## src/logic/swd_pkg.sv

```systemverilog
// Shared constants for the supply supervisor, reset and watchdog block.
package swd_pkg;

    // Device clock and nominal timer periods in microseconds.
    localparam int CLK_MHZ   = 50;
    localparam int T_RST_US  = 9500;
    localparam int T_DLY_US  = 16000;
    localparam int T_WDL_US  = 2000;
    localparam int T_WDU_US  = 32000;

    // Periods in device clock cycles; all divide exactly at 50 MHz.
    localparam int CYC_RST   = T_RST_US * CLK_MHZ;
    localparam int CYC_DLY   = T_DLY_US * CLK_MHZ;
    localparam int CYC_WDL   = T_WDL_US * CLK_MHZ;
    localparam int CYC_WDU   = T_WDU_US * CLK_MHZ;

    // Register map, byte addresses on the APB port.
    localparam int          ADDR_W      = 8;
    localparam logic [7:0]  OFF_RST_PER = 8'h00;
    localparam logic [7:0]  OFF_DLY_PER = 8'h04;
    localparam logic [7:0]  OFF_WDL_PER = 8'h08;
    localparam logic [7:0]  OFF_WDU_PER = 8'h0C;
    localparam logic [7:0]  OFF_STATUS  = 8'h10;

    // Status register bit positions.
    localparam int ST_HV_REL    = 0;
    localparam int ST_LV_REL    = 1;
    localparam int ST_WD_FAULT  = 2;
    localparam int ST_WD_STATE  = 3;
    localparam int ST_POWER_GOOD_N     = 5;
    localparam int ST_HV_SW     = 6;
    localparam int ST_LV_SW     = 7;
    localparam int ST_HV_SS_DIS = 8;
    localparam int ST_LV_SS_DIS = 9;
    localparam int ST_PINS      = 10;

    // Positions of the comparator and pin inputs in the synchroniser.
    localparam int IN_CHIP_EN  = 0;
    localparam int IN_MAIN_OK  = 1;
    localparam int IN_MAIN_OV  = 2;
    localparam int IN_HV_FB    = 3;
    localparam int IN_LV_FB    = 4;
    localparam int IN_LV_2V3   = 5;
    localparam int IN_LV_2V2   = 6;
    localparam int IN_LV_EN    = 7;
    localparam int IN_WD_EN    = 8;
    localparam int IN_KICK     = 9;
    localparam int IN_HV_SSLOW = 10;
    localparam int IN_LV_SSLOW = 11;
    localparam int IN_EXT_CLK  = 12;
    localparam int IN_PIN_HV   = 13;
    localparam int IN_PIN_LV   = 14;
    localparam int IN_PIN_WDF  = 15;
    localparam int N_IN        = 16;

    // Watchdog sequencer, Gray coded along idle, delay, watch, fault.
    typedef enum logic [1:0] {
        WD_IDLE  = 2'h0,
        WD_DELAY = 2'h1,
        WD_WATCH = 2'h3,
        WD_FAULT = 2'h2
    } swd_wd_state_t;

endpackage

```

## src/logic/swd_top.sv

```systemverilog
// Supply supervisor: channel resets, windowed watchdog, start-up gating.
// Contract
// Resets held low while enabled and supplied
// HV feedback good starts timer, releases
// LV feedback good starts timer, releases
// Both resets released starts start delay
// No kick checking during start delay
// Only falling kick edges count
// Bad kick spacing asserts fault, starts timer
// Fault timer end releases, reruns delay
// Reset and fault outputs are open drain
// LV good needs enable and feedback
// Power good low when both regulate
// LV switching needs supply, enable, HV
// LV soft-start discharged on LV faults
// Main supply fault discharges HV soft-start
// Overvoltage inhibits switching in both channels
// External clock used only after HV good
// Fault output only while watchdog enabled
// Reset timeout nominally 9.5 ms
// Start delay nominally 16 ms
// Kick window 2 ms to 32 ms
// Periods are programmable cycle counts
// First interval from supervision start
// Comparator inputs synchronised before use
//
// Decided for this implementation: the APB slave port and the address map.
`timescale 1ns/1ns
module swd_top
    import swd_pkg::*;
#(
    parameter int          CNT_W   = 32,
    parameter int unsigned RST_CYC = CYC_RST,
    parameter int unsigned DLY_CYC = CYC_DLY,
    parameter int unsigned WDL_CYC = CYC_WDL,
    parameter int unsigned WDU_CYC = CYC_WDU
) (
    // Clock and reset.
    input  wire logic              clk,
    input  wire logic              rst_n,
    // APB slave.
    input  wire logic              psel,
    input  wire logic              penable,
    input  wire logic              pwrite,
    input  wire logic [ADDR_W-1:0] paddr,
    input  wire logic [31:0]       pwdata,
    output logic      [31:0]       prdata,
    output logic                   pready,
    output logic                   pslverr,
    // Comparator results and control pins.
    input  wire logic              chip_enable_lockout,
    input  wire logic              main_supply_ok,
    input  wire logic              overvoltage_lockout,
    input  wire logic              hv_feedback,
    input  wire logic              lv_feedback,
    input  wire logic              lv_supply_above_start,
    input  wire logic              lv_supply_above_stop,
    input  wire logic              lv_channel_enable,
    input  wire logic              watchdog_enable,
    input  wire logic              watchdog_kick,
    input  wire logic              hv_softstart_low,
    input  wire logic              lv_softstart_low,
    input  wire logic              external_clock_in,
    // Open-drain reset, fault and power good pins.
    input  wire logic              hv_reset_n_in,
    output logic                   hv_reset_n_o,
    output logic                   hv_reset_n_oe,
    input  wire logic              lv_reset_n_in,
    output logic                   lv_reset_n_o,
    output logic                   lv_reset_n_oe,
    input  wire logic              watchdog_fault_n_in,
    output logic                   watchdog_fault_n_o,
    output logic                   watchdog_fault_n_oe,
    output logic                   power_good_n_o,
    output logic                   power_good_n_oe,
    // Regulator control.
    output logic                   hv_switch_enable,
    output logic                   lv_switch_enable,
    output logic                   hv_softstart_discharge,
    output logic                   lv_softstart_discharge,
    output logic                   osc_restart
);

    // True once a timer counting from zero has run for the period.
    function automatic logic timer_done(input logic [CNT_W-1:0] cnt,
                                        input logic [CNT_W-1:0] per);
        timer_done = ({1'b0, cnt} + {{CNT_W{1'b0}}, 1'b1}) >= {1'b0, per};
    endfunction

    // APB address decode.
    function automatic logic addr_is(input logic [ADDR_W-1:0] a,
                                     input logic [7:0]        off);
        addr_is = (a == off);
    endfunction

    // Input synchronisation.
    logic [N_IN-1:0] raw_in;
    logic [N_IN-1:0] syn;

    assign raw_in = {watchdog_fault_n_in, lv_reset_n_in, hv_reset_n_in,
                     external_clock_in, lv_softstart_low, hv_softstart_low,
                     watchdog_kick, watchdog_enable, lv_channel_enable,
                     lv_supply_above_stop, lv_supply_above_start,
                     lv_feedback, hv_feedback, overvoltage_lockout,
                     main_supply_ok, chip_enable_lockout};

    swd_sync #(
        .WIDTH (N_IN)
    ) u_sync (
        .clk   (clk),
        .rst_n (rst_n),
        .d     (raw_in),
        .q     (syn)
    );

    wire chip_ok  = syn[IN_CHIP_EN] & syn[IN_MAIN_OK];
    wire main_ov  = syn[IN_MAIN_OV];
    wire hv_good  = syn[IN_HV_FB];
    wire lv_good  = syn[IN_LV_EN] & syn[IN_LV_FB];
    wire wd_en    = syn[IN_WD_EN];

    // Edge detection on the filtered kick and external clock.
    logic kick_prev_q;
    logic ext_prev_q;
    wire  kick_fall = kick_prev_q & ~syn[IN_KICK];
    wire  ext_rise  = ~ext_prev_q & syn[IN_EXT_CLK];

    // Programmable periods.
    logic [CNT_W-1:0] rst_per_q;
    logic [CNT_W-1:0] dly_per_q;
    logic [CNT_W-1:0] wdl_per_q;
    logic [CNT_W-1:0] wdu_per_q;

    // APB register access; the slave never inserts wait states.
    wire sel_rst  = addr_is(paddr, OFF_RST_PER);
    wire sel_dly  = addr_is(paddr, OFF_DLY_PER);
    wire sel_wdl  = addr_is(paddr, OFF_WDL_PER);
    wire sel_wdu  = addr_is(paddr, OFF_WDU_PER);
    wire sel_st   = addr_is(paddr, OFF_STATUS);
    wire addr_hit = sel_rst | sel_dly | sel_wdl | sel_wdu | sel_st;
    wire wr_stb   = psel & penable & pwrite & addr_hit;

    assign pready  = 1'b1;
    assign pslverr = psel & penable & ~addr_hit;

    // Channel reset timers, index 0 is the high-voltage channel.
    logic [1:0]       chan_fb;
    logic [CNT_W-1:0] rst_cnt_q [2];
    logic [1:0]       rst_rel_q;
    logic [1:0]       rst_oe_q;

    assign chan_fb = {syn[IN_LV_FB], hv_good};

    for (genvar c = 0; c < 2; c++) begin : g_chan
        wire good = chip_ok & chan_fb[c];
        always_ff @(posedge clk or negedge rst_n) begin
            if (!rst_n) begin
                rst_cnt_q[c] <= '0;
                rst_rel_q[c] <= 1'b0;
            end else if (!good) begin
                rst_cnt_q[c] <= '0;
                rst_rel_q[c] <= 1'b0;
            end else if (!rst_rel_q[c]) begin
                rst_cnt_q[c] <= rst_cnt_q[c] + 1'b1;
                rst_rel_q[c] <= timer_done(rst_cnt_q[c], rst_per_q);
            end
        end
        always_ff @(posedge clk or negedge rst_n) begin
            if (!rst_n) begin
                rst_oe_q[c] <= 1'b0;
            end else begin
                rst_oe_q[c] <= chip_ok & ~(good & rst_rel_q[c]);
            end
        end
    end

    wire both_rel = rst_rel_q[0] & rst_rel_q[1];

    // Watchdog sequencer.
    swd_wd_state_t    wd_state_q;
    swd_wd_state_t    wd_state_d;
    logic [CNT_W-1:0] wd_cnt_q;
    logic [CNT_W-1:0] wd_cnt_d;

    wire too_early = ~timer_done(wd_cnt_q, wdl_per_q);
    wire too_late  = timer_done(wd_cnt_q, wdu_per_q);

    always_comb begin
        wd_state_d = wd_state_q;
        wd_cnt_d   = wd_cnt_q + 1'b1;
        case (wd_state_q)
            WD_IDLE: begin
                wd_cnt_d = '0;
                if (both_rel) begin
                    wd_state_d = WD_DELAY;
                end
            end
            WD_DELAY: begin
                if (timer_done(wd_cnt_q, dly_per_q)) begin
                    wd_state_d = WD_WATCH;
                    wd_cnt_d   = '0;
                end
            end
            WD_WATCH: begin
                if (!wd_en) begin
                    wd_cnt_d = '0;
                end else if (kick_fall) begin
                    wd_cnt_d = '0;
                    if (too_early) begin
                        wd_state_d = WD_FAULT;
                    end
                end else if (too_late) begin
                    wd_state_d = WD_FAULT;
                    wd_cnt_d   = '0;
                end
            end
            WD_FAULT: begin
                if (timer_done(wd_cnt_q, rst_per_q)) begin
                    wd_state_d = WD_DELAY;
                    wd_cnt_d   = '0;
                end
            end
            default: begin
                wd_state_d = WD_IDLE;
                wd_cnt_d   = '0;
            end
        endcase
        if (!both_rel) begin
            wd_state_d = WD_IDLE;
            wd_cnt_d   = '0;
        end
    end

    // Soft-start discharge latches; a new fault wins over the clear.
    wire hv_ss_set = main_ov | ~syn[IN_MAIN_OK];
    wire lv_ss_set = ~syn[IN_LV_EN] | ~syn[IN_LV_2V2] | ~hv_good;
    logic hv_ss_q;
    logic lv_ss_q;
    logic wdf_oe_q;
    logic pg_oe_q;
    logic hv_sw_q;
    logic lv_sw_q;
    logic osc_q;

    always_ff @(posedge clk or negedge rst_n) begin
        if (!rst_n) begin
            wd_state_q  <= WD_IDLE;
            wd_cnt_q    <= '0;
            kick_prev_q <= 1'b0;
            ext_prev_q  <= 1'b0;
        end else begin
            wd_state_q  <= wd_state_d;
            wd_cnt_q    <= wd_cnt_d;
            kick_prev_q <= syn[IN_KICK];
            ext_prev_q  <= syn[IN_EXT_CLK];
        end
    end

    always_ff @(posedge clk or negedge rst_n) begin
        if (!rst_n) begin
            hv_ss_q <= 1'b0;
            lv_ss_q <= 1'b0;
        end else begin
            hv_ss_q <= hv_ss_set | (hv_ss_q & ~syn[IN_HV_SSLOW]);
            lv_ss_q <= lv_ss_set | (lv_ss_q & ~syn[IN_LV_SSLOW]);
        end
    end

    always_ff @(posedge clk or negedge rst_n) begin
        if (!rst_n) begin
            wdf_oe_q <= 1'b0;
            pg_oe_q  <= 1'b0;
            hv_sw_q  <= 1'b0;
            lv_sw_q  <= 1'b0;
            osc_q    <= 1'b0;
        end else begin
            wdf_oe_q <= (wd_state_q == WD_FAULT) & wd_en;
            pg_oe_q  <= hv_good & lv_good;
            hv_sw_q  <= chip_ok & ~main_ov;
            lv_sw_q  <= chip_ok & ~main_ov & syn[IN_LV_2V3]
                        & syn[IN_LV_EN] & hv_good;
            osc_q    <= ext_rise & hv_good;
        end
    end

    // Period registers and read data.
    logic [31:0] status;
    logic [31:0] rd_mux;

    always_comb begin
        status                                = '0;
        status[ST_HV_REL]                     = rst_rel_q[0];
        status[ST_LV_REL]                     = rst_rel_q[1];
        status[ST_WD_FAULT]                   = wdf_oe_q;
        status[ST_WD_STATE +: 2]              = wd_state_q;
        status[ST_POWER_GOOD_N]                      = pg_oe_q;
        status[ST_HV_SW]                      = hv_sw_q;
        status[ST_LV_SW]                      = lv_sw_q;
        status[ST_HV_SS_DIS]                  = hv_ss_q;
        status[ST_LV_SS_DIS]                  = lv_ss_q;
        status[ST_PINS +: 3]                  = syn[IN_PIN_WDF:IN_PIN_HV];
    end

    assign rd_mux = sel_rst ? 32'(rst_per_q) :
                    sel_dly ? 32'(dly_per_q) :
                    sel_wdl ? 32'(wdl_per_q) :
                    sel_wdu ? 32'(wdu_per_q) :
                    sel_st  ? status         : 32'h0000_0000;

    always_ff @(posedge clk or negedge rst_n) begin
        if (!rst_n) begin
            rst_per_q <= CNT_W'(RST_CYC);
            dly_per_q <= CNT_W'(DLY_CYC);
            wdl_per_q <= CNT_W'(WDL_CYC);
            wdu_per_q <= CNT_W'(WDU_CYC);
            prdata    <= 32'h0000_0000;
        end else begin
            if (wr_stb && sel_rst) rst_per_q <= CNT_W'(pwdata);
            if (wr_stb && sel_dly) dly_per_q <= CNT_W'(pwdata);
            if (wr_stb && sel_wdl) wdl_per_q <= CNT_W'(pwdata);
            if (wr_stb && sel_wdu) wdu_per_q <= CNT_W'(pwdata);
            if (psel && !penable && !pwrite) prdata <= rd_mux;
        end
    end

    // Open-drain pins only ever pull low; the board supplies the high.
    assign hv_reset_n_o           = 1'b0;
    assign hv_reset_n_oe          = rst_oe_q[0];
    assign lv_reset_n_o           = 1'b0;
    assign lv_reset_n_oe          = rst_oe_q[1];
    assign watchdog_fault_n_o     = 1'b0;
    assign watchdog_fault_n_oe    = wdf_oe_q;
    assign power_good_n_o         = 1'b0;
    assign power_good_n_oe        = pg_oe_q;
    assign hv_switch_enable       = hv_sw_q;
    assign lv_switch_enable       = lv_sw_q;
    assign hv_softstart_discharge = hv_ss_q;
    assign lv_softstart_discharge = lv_ss_q;
    assign osc_restart            = osc_q;
endmodule

```

## src/logic/swd_sync.sv

```systemverilog
// Three-stage input synchroniser with two-stage agreement filter.
`timescale 1ns/1ns
module swd_sync #(
    parameter int WIDTH = 1
) (
    // Clock and reset.
    input  wire logic             clk,
    input  wire logic             rst_n,
    // Asynchronous inputs and their filtered copies.
    input  wire logic [WIDTH-1:0] d,
    output logic      [WIDTH-1:0] q
);
    logic [WIDTH-1:0] s1_q;
    logic [WIDTH-1:0] s2_q;
    logic [WIDTH-1:0] s3_q;

    always_ff @(posedge clk or negedge rst_n) begin
        if (!rst_n) begin
            s1_q <= '0;
            s2_q <= '0;
            s3_q <= '0;
        end else begin
            s1_q <= d;
            s2_q <= s1_q;
            s3_q <= s2_q;
        end
    end

    // A change is taken only once stages two and three agree.
    for (genvar i = 0; i < WIDTH; i++) begin : g_bit
        always_ff @(posedge clk or negedge rst_n) begin
            if (!rst_n) begin
                q[i] <= 1'b0;
            end else if (s2_q[i] == s3_q[i]) begin
                q[i] <= s3_q[i];
            end
        end
    end
endmodule

```

## config.mk

```make
export PLATFORM = sky130hd
export DESIGN_NAME = swd_top
export DESIGN_NICKNAME = d
export VERILOG_FILES = /design/src/logic/swd_pkg.sv /design/src/logic/swd_top.sv /design/src/logic/swd_sync.sv
export SDC_FILE = /design/constraint.sdc
export NUM_CORES = 1
export LEC_CHECK = 0
export ABC_AREA = 0
export BUFFER_PORTS_ARGS = -buffer_cell sky130_fd_sc_hd__buf_2
export CAP_MARGIN = 10
export CORE_MARGIN = 4
export CORE_UTILIZATION = 56
export DETAILED_ROUTE_END_ITERATION = 12
export PLACE_DENSITY = 0.77
export RECOVER_POWER = 100
export SYNTH_ARGS = -nofsm -noshare
export SYNTH_HDL_FRONTEND = slang
export SYNTH_SLANG_ARGS = --single-unit
export TNS_END_PERCENT = 1
```

## constraint.sdc

```tcl
create_clock -name clk -period 4.4 [get_ports clk]
set_clock_uncertainty 0.15 [all_clocks]
set_input_delay 0.88 -clock clk [delete_from_list [all_inputs] [get_ports clk]]
set_output_delay 0.88 -clock clk [all_outputs]
set_load 0.1 [all_outputs]
```

# Word-level counts from Yosys, hierarchy flattened
# Index checks and enable logic that the tools add are counted.
# word_totals
regBits	335
out_inout_bits	47
word_cells	167
# op_classes
n_bitwise	45
magnitude_cmp	6
mux	28
reduce_logical	11
n_eq_ne	30
addsub	6
# ops
cell	count
two-way mux 32 bit	14
>= comparator 33 x 32 -> 1 bit	6
case mux 32 bit (4 select lines)	1
adder 32 x 1 -> 33 bit (second input constant)	3
adder 32 x 1 -> 32 bit (second input constant)	3
bitwise AND 1 bit	24
== test 1 bit	16
== test 8 x 4 -> 1 bit (second input constant)	2
two-way mux 2 bit	7
two-way mux 13 bit	1
inverter 1 bit	12
OR 1 bit	9
== test 8 x 3 -> 1 bit (second input constant)	1
== test 8 x 5 -> 1 bit (second input constant)	1
zero test 8 bit	1
inequality test 4 bit (second input constant)	2
case mux 2 bit (4 select lines)	1
logical AND 1 bit	6
inequality test 3 bit (second input constant)	2
AND reduction 5 bit	1
== test 2 bit (second input constant)	2
two-way mux 1 bit	4
inequality test 2 bit (second input constant)	2
inequality test 3 x 2 -> 1 bit (second input constant)	1
3 further kinds	4

# Longest topological paths before layout
# Gate-level depths: netlist of the first run.
# depth
word_depth	7
ltp_mapped	16
depth_no_buf	15

# Cells and area by module
# From an unflattened synthesis of the first run, not the netlist that was laid out.
# hier_totals
hier_cells	1935
area_unflattened_um2	19565.0
# modules_own_cells
mod	instances	seq_area_each_um2	cells_per_inst	area_per_inst_um2
swd_top	1	6820.3	1855	17783.3
swd_sync	1	1601.5	80	1781.7

# Least setup slack after synthesis of the first run
# No wires, ideal clock.
# synth_timing
kind	input to output
startpoint	input paddr[2]
endpoint	output pslverr
t_required_ns	3.370
stages	5
t_arrival_ns	3.631
slack_ns	-0.261
path_buffers	2
cell_sequence	clkbuf_1 -> nor3_1 -> and2_1 -> clkbuf_1 -> nor3_1
# synth_between
elab_chain_cells	7
elab_cells_between_ends	11
cone_classes	eq/ne: 4; bitwise: 6; reduce/logical: 1
# synth_lines
element	line_no	rtl
start, declared	swd_top.sv:45	input wire logic [ADDR_W-1:0] paddr,
== test 8 x 3 -> 1 bit or zero test 8 bit (tied branches)	swd_top.sv:93	addr_is = (a == off);
OR 1 bit (3 in a row)	swd_top.sv:140	wire addr_hit = sel_rst | sel_dly | sel_wdl | sel_wdu | sel_st;
OR 1 bit *	swd_top.sv:140	
inverter 1 bit *	swd_top.sv:144	assign pslverr = psel & penable & ~addr_hit;
bitwise AND 1 bit *	swd_top.sv:144	
end, declared	swd_top.sv:49	output logic pslverr,
# Every way passes the cells marked *; elsewhere a longest branch is shown, timed or not.

# Worst setup path in the final report of the first run
# layout_timing
startpoint	register wd_cnt_q[3]
endpoint	register wd_cnt_q[31]
# layout_between
elab_chain_cells	7
elab_cells_between_ends	12
cone_classes	add/sub: 2; order compare: 3; mux: 7
# layout_lines
element	line_no	rtl
start, declared	swd_top.sv:182	logic [CNT_W-1:0] wd_cnt_q;
start signal, assigned	swd_top.sv:253	wd_cnt_q <= wd_cnt_d;
adder 32 x 1 -> 33 bit	swd_top.sv:87	timer_done = ({1'b0, cnt} + {{CNT_W{1'b0}}, 1'b1}) >= {1'b0, per};
>= comparator 33 x 32 -> 1 bit	swd_top.sv:87	
two-way mux 32 bit	swd_top.sv:212	end else if (too_late) begin
two-way mux 32 bit	swd_top.sv:207	end else if (kick_fall) begin
two-way mux 32 bit	swd_top.sv:205	if (!wd_en) begin
case mux 32 bit (4 select lines) *	swd_top.sv:191	case (wd_state_q)
two-way mux 32 bit *	swd_top.sv:228	if (!both_rel) begin
via wd_cnt_d[31]	swd_top.sv:183	logic [CNT_W-1:0] wd_cnt_d;
# Mark *: on every way through the listed nets, which the timed path passes. The rest lies on a longest branch.
# A chain may end at the register's enable or synchronous reset.

==> run summary, run 1 <==
worst path required time = 4.64 ns
Peak VDD IR = 0.320 mV
routed wire length per instance = 19.4 µm
Max-Cap Viols = 2
Async S/R FF share, synth = 100%
drt pass-1 iters = 5
Critical Path Source Type = register
final worst path period share = 95.6%
Worst-path clk slew = 0.06 ns
initial antenna violation count = 2
crit-path max FO = 7
die area = 38,000 µm²
total congestion overflow = 0
Critical Path Sink Type = register
Fillers = 2,831
Area Growth Syn to Fin = 12.2%
Die Width = 195 µm
DR iter-0 viols = 1,079
non-filler instance count after layout = 2,639
final worst slack = 0.193 ns
clk root buf = clkbuf_16
HPWL Detailed = 37,800 µm
layout cells sized above 1 = 13.7%
Core Util, Final = 63.6%
first-pass GRT wire length = 83,400 µm
CP arrival = 4.45 ns
worst skew pair latency = 0.53 ns
Routed Antenna Nets = 0
relative slew slack = -111%
final hold violations = 0
GP Congestion = 0.914
status = complete, but fails checks
Layout Nets = 2,410
Post-Synthesis Cells = 2,038
Final Routed Wirelength = 51,300 µm
library cells used by synthesis = 68
DRC = 0
port bufs = 102
Slew Viols, Final = 96
minimum clock period = 4.21 ns
Hold Crit Class = register to register
CTS tree = built
number of cell rows = 68
Post-Place Worst Slack = 0.00856 ns
vias per inst = 5.90
hold-fix buffers at CTS = 0
Initial Utilization = 56.7%
Leakage = 10.6 nW
Post-Layout Inst Area = 22,000 µm²
DR vias = 15,600
mapped cell area = 19,600 µm²
core area = 34,500 µm²
Seq/Total Area, Yosys = 43.0%
CTS Buffer Depth = 3
number of enable flip-flop cells after synthesis = 0
Worst Path Class, Setup = register to register
fmax = 0.238 GHz
number of global-route vias before repair = 15,900
clk sinks = 335
placed cell area = 20,800 µm²
main flop type after synthesis = dfrtp_1
Total Routing Usage GR = 26.9%
Chip Height = 195 µm
Synth warnings = 0
number of instances in the placed design = 2,569
final setup vio count = 0
failing checks = capacitance limit, slew limit
clock buffer count from CTS = 38
Syn Area/Cell = 9.61 µm²
# IOs = 108
pin count of the biggest net entering global routing = 102
Yosys reg bits = 335
pwr dens = 335 nW/µm²
Worst Tran Pin Value = 3.17 ns
H-tree Lvls = 2
-- metal layers --
metal	global-route usage, %	vias to the layer above	share of wire, %
met5	0	-	0.021
met4	9.46	2	3.5
met3	3.97	118	5.5
met2	46.2	435	49
met1	34.9	7639	42
li1	-	7370	-
-- repair_timing --
action | CTS | global route
pin swaps | 0 | 5
endpoints found under the hold margin | 0 | 0
setup endpoints to repair | 7 | 32
resized for setup | 1 | 18
gates cloned | 0 | 0
setup buffers | 0 | 0
-- cells in the mapped netlist (6+ instances only) --
| library cell | count | share of area (%) |
|---|---|---|
| dfrtp_1 | 304 | 39 |
| nand2_1 | 205 | 3.9 |
| ha_1 | 195 | 12 |
| nor2_1 | 163 | 3.1 |
| inv_1 | 146 | 2.8 |
| o21ai_0 | 126 | 3.2 |
| a21oi_1 | 114 | 2.9 |
| xnor2_1 | 85 | 3.8 |
| mux2_2 | 66 | 3.8 |
| clkbuf_1 | 60 | 1.2 |
| nand3_1 | 59 | 1.5 |
| xor2_1 | 53 | 2.4 |
| nand4_1 | 47 | 1.5 |
| a21o_1 | 41 | 1.6 |
| a22o_1 | 39 | 1.7 |
| nor3_1 | 38 | 0.97 |
| dfstp_2 | 31 | 4.2 |
| or3_1 | 23 | 0.74 |
| a22oi_1 | 20 | 0.77 |
| and3_1 | 16 | 0.51 |
| maj3_1 | 16 | 0.82 |
| a211oi_1 | 15 | 0.58 |
| a31oi_1 | 12 | 0.38 |
| nor4_1 | 12 | 0.38 |
| buf_2 | 11 | 0.28 |
| o22ai_1 | 11 | 0.35 |
| and4_1 | 10 | 0.45 |
| nor2b_1 | 10 | 0.32 |
| buf_4 | 9 | 0.35 |
| mux2i_1 | 8 | 0.41 |
| nand2b_1 | 8 | 0.26 |
| and2_1 | 6 | 0.19 |
-- logic make-up after synthesis --
logic type | Yosys count | synth area share, %
simple gates | 625 | 15.2
other cells | 2 | 0.0384
buf+inv | 233 | 4.79
flops | 335 | 43.0
fa+ha+maj | 211 | 13.3
compound gates | 420 | 13.3
mux | 74 | 4.21
xor+xnor | 138 | 6.17
-- cell usage in the layout (no fill, tap or decap), types with 14 or more instances in the layout --
cell / instances
dfrtp_1: 304
xor2_1: 53
nand3_1: 57
xnor2_1: 84
o21ai_0: 131
nor3_1: 37
or3_1: 24
a22oi_1: 20
maj3_1: 16
a211oi_1: 14
nor2_1: 161
nand2_1: 205
a21oi_1: 113
clkbuf_16: 39
dfstp_2: 31
a22o_1: 39
buf_2: 59
ha_1: 195
a21o_1: 41
clkbuf_1: 56
nand4_1: 50
buf_4: 42
mux2_2: 66
inv_1: 145
and3_1: 16
-- metrics by stage --
stage                     hold WS (ns)  power, mW  setup TNS (ns)
after floorplan                  0.181       3.93               0
after global placement           0.182       4.18               0
after detailed placement         0.185       4.20               0
after CTS                        0.178       7.44               0
after global routing             0.201       7.62         -0.0360
final                            0.195       7.35               0
-- final timing paths --
check / startpoint / endpoint / slack [ns] / depth (start not counted)
max in group asynchronous: rst_n / rst_cnt_q[58] / 0.69 / 2
worst max register to register: wd_cnt_q[3] / wd_cnt_q[31] / 0.19 / 15
worst max-delay path: wd_cnt_q[3] / wd_cnt_q[31] / 0.19 / 15
worst min-delay path: u_sync.s1_q[14] / u_sync.s2_q[14] / 0.20 / 0
worst min register to register: u_sync.s1_q[14] / u_sync.s2_q[14] / 0.20 / 0
min in group asynchronous: rst_n / u_sync.q[14] / 1.30 / 1
-- flip-flops by register name (all words and copies together), names as in the netlist, 2 cells and up --
signal / cells
dly_per_q: 32
prdata: 32
rst_cnt_q: 64
rst_per_q: 32
rst_rel_q: 2
u_sync.q: 16
u_sync.s1_q: 16
u_sync.s2_q: 16
u_sync.s3_q: 16
wd_cnt_q: 32
wd_state_q: 2
wdl_per_q: 32
wdu_per_q: 32
-- cell type report --
class	instances	area, µm²	share of cell area [%]
Multi-Input combinational cell	1473	10300	46.7
Sequential cell	335	8420	38.3
Clock buffer	51	1070	4.88
Antenna cell	1	2.50	0.0114
Clock inverter	18	201	0.917
Tap cell	455	569	2.59
Timing Repair Buffer	160	895	4.07
Inverter	146	548	2.49
-- where the power goes --
part	total [mW]	switching (mW)	internal (mW)
registers	3.28	0.0741	3.20
clock network	3.22	1.27	1.95
logic	0.851	0.696	0.155
total	7.35	2.04	5.31
-- critical path: stages (launching register included) --
cell,delay [ns]
dfrtp_1,0.40
nand4_1,0.14
or4_4,0.57
nor2_2,0.15
buf_4,0.16
nand2_1,0.06
xnor2_1,0.45
ha_1,0.22
nand4_1,0.16
or4_1,0.61
nor4_2,0.27
a31o_2,0.20
nor4_2,0.05
o21ai_1,0.15
clkbuf_2,0.22
a211oi_1,0.10
Note: power is estimated with default switching activity, not from simulation.
==> inputs of run 2 (changes only) <==
==> constraint.sdc (replaced) <==
create_clock -name clk -period 4.4 [get_ports clk]
set_clock_uncertainty 0.15 [all_clocks]
set_input_delay 0.88 -clock clk [delete_from_list [all_inputs] [get_ports clk]]
set_output_delay 0.88 -clock clk [all_outputs]
set_load 0.005 [all_outputs]
==> run 2 against run 1 <==
Compared with the run above:
- highest routed layer unchanged
- sequential power about the same
- largest power group is now the clock network
- die area unchanged
- final area rose by 0.70%
- first-iteration DRC count down 6.9%
- clock-buffer cell count is 3 lower
- power fell by 3.1%
- global-route usage is 0.39 points higher
- the flow still finishes with violations (capacitance limit, slew limit)
- clock power grew 6%
==> run summary, run 2 (synthesized netlist as in run 1, its figures left out) <==
reg-to-reg startpoint = wd_cnt_q[3]
placed cell area = 20,800 µm² (about the same)
Area Growth Syn to Fin = 13.0%
CTS Buffer Depth = 3 (unchanged)
Slew Viols, Final = 192 (+100%)
Layout Nets = 2,416 (+0.25%)
core area = 34,500 µm² (unchanged)
final hold violations = 0 (unchanged)
number of instances in the placed design = 2,570 (+0.039%)
Logic pwr share = 6.2% (-5.4 points)
worst skew pair latency = 0.56 ns (+0.03 ns)
Largest stage delay, worst path = 0.59 ns (-0.02 ns)
most frequent cells in the layout = dfrtp_1, nand2_1, ha_1
final worst path period share = 97.0% (+1.4 points)
sw power = 1.71 mW (-16%)
Die Width = 195 µm (unchanged)
Critical Path Sink Type = register
Cell Int Power = 5.41 mW (+1.8%)
DRC = 0 (unchanged)
Initial Utilization = 56.7% (unchanged)
drt pass-1 iters = 5 (unchanged)
total congestion overflow = 0 (unchanged)
failing checks = capacitance limit, slew limit
minimum clock period = 4.27 ns (+0.0610 ns)
number of flip-flops in the largest register = 64 (unchanged)
# IOs = 108 (unchanged)
routed wire length per instance = 19.6 µm (+0.81%)
Worst Path Class, Setup = register to register
Routed Antenna Nets = 0 (unchanged)
GP Congestion = 0.916 (+0.20%)
relative slew slack = -85.8% (+26 points)
hold depth = 0 (unchanged)
Worst Tran Pin Value = 2.79 ns (-0.378 ns)
Clk pwr share = 47.7% (+3.9 points)
Total Routing Usage GR = 27.3% (+0.39 points)
first-pass GRT wire length = 84,600 µm (+1.5%)
non-filler instance count after layout = 2,646 (+0.27%)
pin count of the biggest net entering global routing = 109 (+6.9%)
clock buffer count from CTS = 39 (+2.6%)
reg2reg end = wd_cnt_q[28]
Critical Path Source Type = register
port bufs = 102 (unchanged)
Net Sw Frac = 24.1% (-3.7 points)
clk root buf = clkbuf_16
die area = 38,000 µm² (unchanged)
initial antenna violation count = 1 (-1)
Hold Startpoint = u_sync.s1_q[8]
crit-path max FO = 14 (+7)
layout cells sized above 1 = 15.1% (+1.3 points)
Hold Crit Class = register to register
Peak VDD IR = 0.430 mV (+34%)
crit-path cells = nand4_1 -> or4_4 -> nor2_2 -> nand3_2 -> nor2b_2 -> xnor2_2 -> inv_2 -> ha_1 -> nand4_1 -> or4_4 -> nor4_2 -> a31o_2 -> nor4_2 -> nor2_2 -> buf_6 -> a21oi_1
Chip Height = 195 µm (unchanged)
r2r setup slk = 0.13 ns (-0.06 ns)
Max-Cap Viols = 3 (+1)
HPWL Detailed = 38,400 µm (+1.5%)
number of global-route vias before repair = 16,200 (+2.3%)
Reg power frac = 46.1% (+1.5 points)
Post-Layout Inst Area = 22,100 µm² (+0.70%)
fmax = 0.234 GHz (-1.4%)
clk sinks = 335 (unchanged)
Core Util, Final = 64.0% (+0.45 points)
Hold EP = u_sync.s2_q[8]
worst path required time = 4.66 ns (+0.02 ns)
Leakage = 10.7 nW (+1.0%)
status = complete, but fails checks
Largest Register = rst_cnt_q
H-tree Lvls = 2 (unchanged)
number of cell rows = 68 (unchanged)
leading cell type in the layout, fill and taps excluded = dfrtp_1
DR vias = 15,800 (+1.3%)
vias per inst = 5.96 (+1.0%)
CTS tree = built
# diodes = 0 (-1)
pwr dens = 322 nW/µm² (-3.8%)
slowest cell on the critical path = or4_4
Final Routed Wirelength = 51,900 µm (+1.1%)
CP arrival = 4.53 ns (+0.08 ns)
DR iter-0 viols = 1,005 (-6.9%)
cells on worst reg2reg path = 16 (+1)
final setup vio count = 0 (unchanged)
Worst-path clk slew = 0.06 ns (about the same)
-- run 2: cell types whose count changed in the layout (fill, tap and decap cells not counted), moves of 2 or more --
cell | before | now
bufinv_16 | 4 | 6
clkbuf_8 | 5 | 2
clkbuf_4 | 0 | 3
buf_2 | 59 | 75
a21oi_2 | 0 | 2
clkinv_8 | 0 | 2
clkbuf_1 | 56 | 42
-- run 2: critical path, delay by kind of cell, from the launching register on --
family	cells	cell delay (ns)
buf+inv	2	0.27
xor+xnor	1	0.15
flops	1	0.39
simple gates	10	2.53
fa+ha+maj	1	0.32
compound gates	2	0.28
-- run 2: area by class of cell --
class | instances | area, µm²
repair buffers | 165 | 937
flip-flops and latches | 335 | 8420
well taps | 455 | 569
inverters | 146 | 548
clock buffers | 48 | 1030
fillers | 2866 | 12400
multi-input cells | 1473 | 10300
clock inverters | 24 | 322
-- run 2: per-stage QoR --
step | hold slack [ns] | power (mW) | setup TNS [ns] | setup WS, ns
2_1_floorplan | 0.181 | 3.52 | 0 | 0.174
3_5_place_dp | 0.185 | 3.79 | -0.0155 | -0.0129
5_1_grt | 0.199 | 7.38 | -0.514 | -0.0461
3_3_place_gp | 0.181 | 3.77 | 0 | 0.0721
6_report | 0.195 | 7.12 | 0 | 0.132
4_1_cts | 0.197 | 7.21 | 0 | 0.00712
-- run 2: layer usage --
layer  track usage, %  routed length [µm]  vias to the layer above
met3             4.80                2680                      133
met4             11.0                2060                        2
met5                0                  13                        -
met1             34.9               21800                     7776
met2             46.3               25300                      471
li1                 -                   -                     7387
-- run 2: power by group through the flow --
stage          sequential [mW]  clock, mW  combinational [mW]
2_1_floorplan             3.32          0               0.205
3_5_place_dp              3.33          0               0.463
6_report                  3.28       3.40               0.445
5_1_grt                   3.29       3.59               0.499
3_3_place_gp              3.33          0               0.446
4_1_cts                   3.28       3.46               0.466
-- run 2: what timing repair did --
action                     CTS  global route
pin swaps                    1             7
hold buffers                 0             0
setup buffers                0             4
setup endpoints to repair   25            34
resized for setup            1            21
-- run 2: worst max-delay path by stage --
stage | start | endpoint | slack, ns | depth (start not counted)
after floorplan | wd_cnt_q[3] | wd_cnt_q[12] | 0.17 | 16
after global placement | wd_cnt_q[3] | wd_cnt_q[28] | 0.07 | 16
after detailed placement | wd_cnt_q[3] | wd_cnt_q[28] | -0.01 | 16
after CTS | wd_cnt_q[3] | wd_cnt_q[28] | 0.007 | 16
after global routing | wd_cnt_q[5] | wd_cnt_q[9] | -0.05 | 16
final | wd_cnt_q[3] | wd_cnt_q[28] | 0.13 | 16
==> inputs of run 3 (changes only) <==
--- a/config.mk
+++ b/config.mk
@@ -6,13 +6,16 @@
 export NUM_CORES = 1
 export LEC_CHECK = 0
 export ABC_AREA = 0
-export BUFFER_PORTS_ARGS = -buffer_cell sky130_fd_sc_hd__buf_2
+export BUFFER_PORTS_ARGS = -buffer_cell sky130_fd_sc_hd__clkbuf_2
 export CAP_MARGIN = 10
+export CELL_PAD_IN_SITES_DETAIL_PLACEMENT = 1
+export CELL_PAD_IN_SITES_GLOBAL_PLACEMENT = 1
 export CORE_MARGIN = 4
-export CORE_UTILIZATION = 56
+export CORE_UTILIZATION = 44
 export DETAILED_ROUTE_END_ITERATION = 12
 export PLACE_DENSITY = 0.77
 export RECOVER_POWER = 100
+export SETUP_SLACK_MARGIN = 0.05
 export SYNTH_ARGS = -nofsm -noshare
 export SYNTH_HDL_FRONTEND = slang
 export SYNTH_SLANG_ARGS = --single-unit
==> run 3 against run 2 <==
Compared with the run above:
- the run still ends with capacitance limit, slew limit left
- maximum frequency shrank 1.0%
- core utilization is 13 points lower
- register-to-register slack lost 0.04 ns
- final area up 1.3%
- sequential share of layout area fell by 0.50 points
- sequential cell count did not move
- cell count increased by 5.7%
- clock-buffer cell count increased by 9
- via count rose by 2.0%
- critical path type unchanged
- largest cell class unchanged
- highest routed layer is now met4
==> run summary, run 3 (synthesized netlist as in run 1, its figures left out) <==
status = complete, but fails checks
failing checks = capacitance limit, slew limit
Max-Cap Viols = 3 (unchanged)
Routed Antenna Nets = 0 (unchanged)
routed wire length per instance = 22.4 µm (+14%)
vias per inst = 5.75 (-3.5%)
Total Routing Usage GR = 25.9% (-1.4 points)
Global Route met3 Usage = 3.66% (-1.1 points)
grt met2 use = 44.6% (-1.6 points)
Reg power frac = 45.5% (-0.6 points)
Fillers = 5,044 (+76%)
port bufs = 102 (unchanged)
DRC = 0 (unchanged)
Layout Nets = 2,428 (+0.50%)
layout cells sized above 1 = 15.0% (-0.043 points)
number of cell rows = 77 (+13%)
Chip Height = 219 µm (+12%)
sw power = 1.83 mW (+6.7%)
final hold violations = 0 (unchanged)
Largest stage delay, worst path = 0.58 ns (about the same)
Leakage = 10.8 nW (+0.68%)
pin count of the biggest net entering global routing = 105 (-3.7%)
drt pass-1 iters = 5 (unchanged)
slowest cell on the critical path = or4_4
most frequent cells in the layout = dfrtp_1, nand2_1, ha_1
core area = 44,100 µm² (+28%)
Worst-path clk slew = 0.06 ns (about the same)
HPWL Detailed = 45,900 µm (+20%)
Cell Int Power = 5.41 mW (about the same)
hold depth = 0 (unchanged)
leading cell type in the layout, fill and taps excluded = dfrtp_1
Largest Register = rst_cnt_q
initial antenna violation count = 0 (-1)
GP Congestion = 0.887 (-3.1%)
pwr dens = 323 nW/µm² (+0.31%)
worst skew pair latency = 0.58 ns (+0.02 ns)
clk root buf = clkbuf_16
Clk pwr share = 48.0% (+0.3 points)
worst path required time = 4.71 ns (+0.05 ns)
final worst path period share = 98.0% (+1.0 points)
Peak VDD IR = 0.236 mV (-45%)
number of global-route vias before repair = 17,600 (+8.2%)
DR vias = 16,100 (+2.0%)
Fin Hold WS = 0.196 ns (+0.00176 ns)
Logic pwr share = 6.5% (+0.3 points)
CP arrival = 4.62 ns (+0.09 ns)
clk sinks = 335 (unchanged)
Initial Utilization = 44.4% (-12 points)
Die Width = 219 µm (+12%)
# IOs = 108 (unchanged)
Net Sw Frac = 25.3% (+1.2 points)
total congestion overflow = 0 (unchanged)
RSZ-0062 raised after global routing = yes
minimum clock period = 4.31 ns (+0.0438 ns)
Critical Path Sink Type = register
crit-path max FO = 6 (-8)
Final TNS setup = 0 ns (unchanged)
CTS Buffer Depth = 3 (unchanged)
H-tree Lvls = 2 (unchanged)
crit-path cells = nand3_1 -> or4_4 -> nor2_2 -> buf_4 -> nand2_1 -> xnor2_1 -> ha_1 -> nand4_1 -> or4_4 -> nor4_4 -> a31o_2 -> nor4_2 -> nor2_2 -> buf_4 -> buf_6 -> a21oi_1
GRT Max-Usage Layer = met2
clock buffer count from CTS = 41 (+5.1%)
Critical Path Source Type = register
cells on worst reg2reg path = 16 (unchanged)
final setup vio count = 0 (unchanged)
Worst Path Class, Setup = register to register
first-pass GRT wire length = 97,800 µm (+16%)
Area Growth Syn to Fin = 14.5%
Slew Viols, Final = 163 (-15%)
# diodes = 0 (unchanged)
die area = 47,900 µm² (+26%)
relative slew slack = -86.0% (-0.21 points)
CTS tree = built
fmax = 0.232 GHz (-1.0%)
GRT met1 Usage = 33.1% (-1.8 points)
DR iter-0 viols = 844 (-16%)
Worst Tran Pin Value = 2.79 ns (+0.00319 ns)
Hold Crit Class = register to register
number of flip-flops in the largest register = 64 (unchanged)
Final Routed Wirelength = 62,600 µm (+21%)
[run 3: stage by stage]
step / area [µm²] / util (%) / std cells / total power [mW] / worst slack [ns]
2_1_floorplan: 19600 / - / 2041 / 3.52 / 0.174
3_3_place_gp: 21100 / 47.7 / 2716 / 3.81 / 0.0461
3_5_place_dp: 21100 / 47.7 / 2716 / 3.83 / -0.0490
4_1_cts: 22500 / 50.9 / 2792 / 7.31 / 0.0242
5_1_grt: 22400 / 50.8 / 2796 / 7.50 / -0.0351
6_report: 22400 / 50.8 / 2796 / 7.24 / 0.0879
[run 3: cell type report]
type	instances	area [µm²]	area share (%)
Multi-Input combinational cell	1473	10300	46.0
Sequential cell	335	8420	37.6
Clock buffer	57	1170	5.20
Timing Repair Buffer	175	1020	4.53
Tap cell	592	741	3.30
Inverter	146	548	2.45
Clock inverter	18	210	0.938
[run 3: power by group through the flow]
stage / logic, mW / clock network (mW) / registers, mW
after floorplan: 0.205 / 0 / 3.32
after global placement: 0.472 / 0 / 3.34
after detailed placement: 0.490 / 0 / 3.34
after CTS: 0.498 / 3.52 / 3.29
after global routing: 0.523 / 3.67 / 3.30
final: 0.473 / 3.47 / 3.29
[run 3: critical path: cells and delay by family, from the launching register on]
kind,cells,cell delay (ns)
compound gates,2,0.45
xor+xnor,1,0.50
fa+ha+maj,1,0.35
buf+inv,3,0.47
flops,1,0.38
simple gates,9,1.88
[run 3: worst paths after layout]
check	endpoint	startpoint	slack, ns
min reg2reg	u_sync.s2_q[13]	u_sync.s1_q[13]	0.20
min	u_sync.s2_q[13]	u_sync.s1_q[13]	0.20
max in group asynchronous	rst_per_q[20]	rst_n	0.67
max	wd_cnt_q[18]	wd_cnt_q[9]	0.09
max reg2reg	wd_cnt_q[18]	wd_cnt_q[9]	0.09
min in group asynchronous	u_sync.q[14]	rst_n	1.06
[run 3: repair_timing]
item | 4_1_cts | 5_1_grt
hold buffers | 0 | 0
endpoints found under the setup margin | 27 | 33
setup buffers | 1 | 2
gates resized for setup | 4 | 26
pin swaps | 1 | 6
gates cloned | 0 | 2
[run 3: per-layer routing]
layer / share of wire, % / wire length, µm
met1: 43 / 27000
met2: 50 / 31100
met3: 3.6 / 2250
met4: 3.7 / 2300
met5: 0 / 0
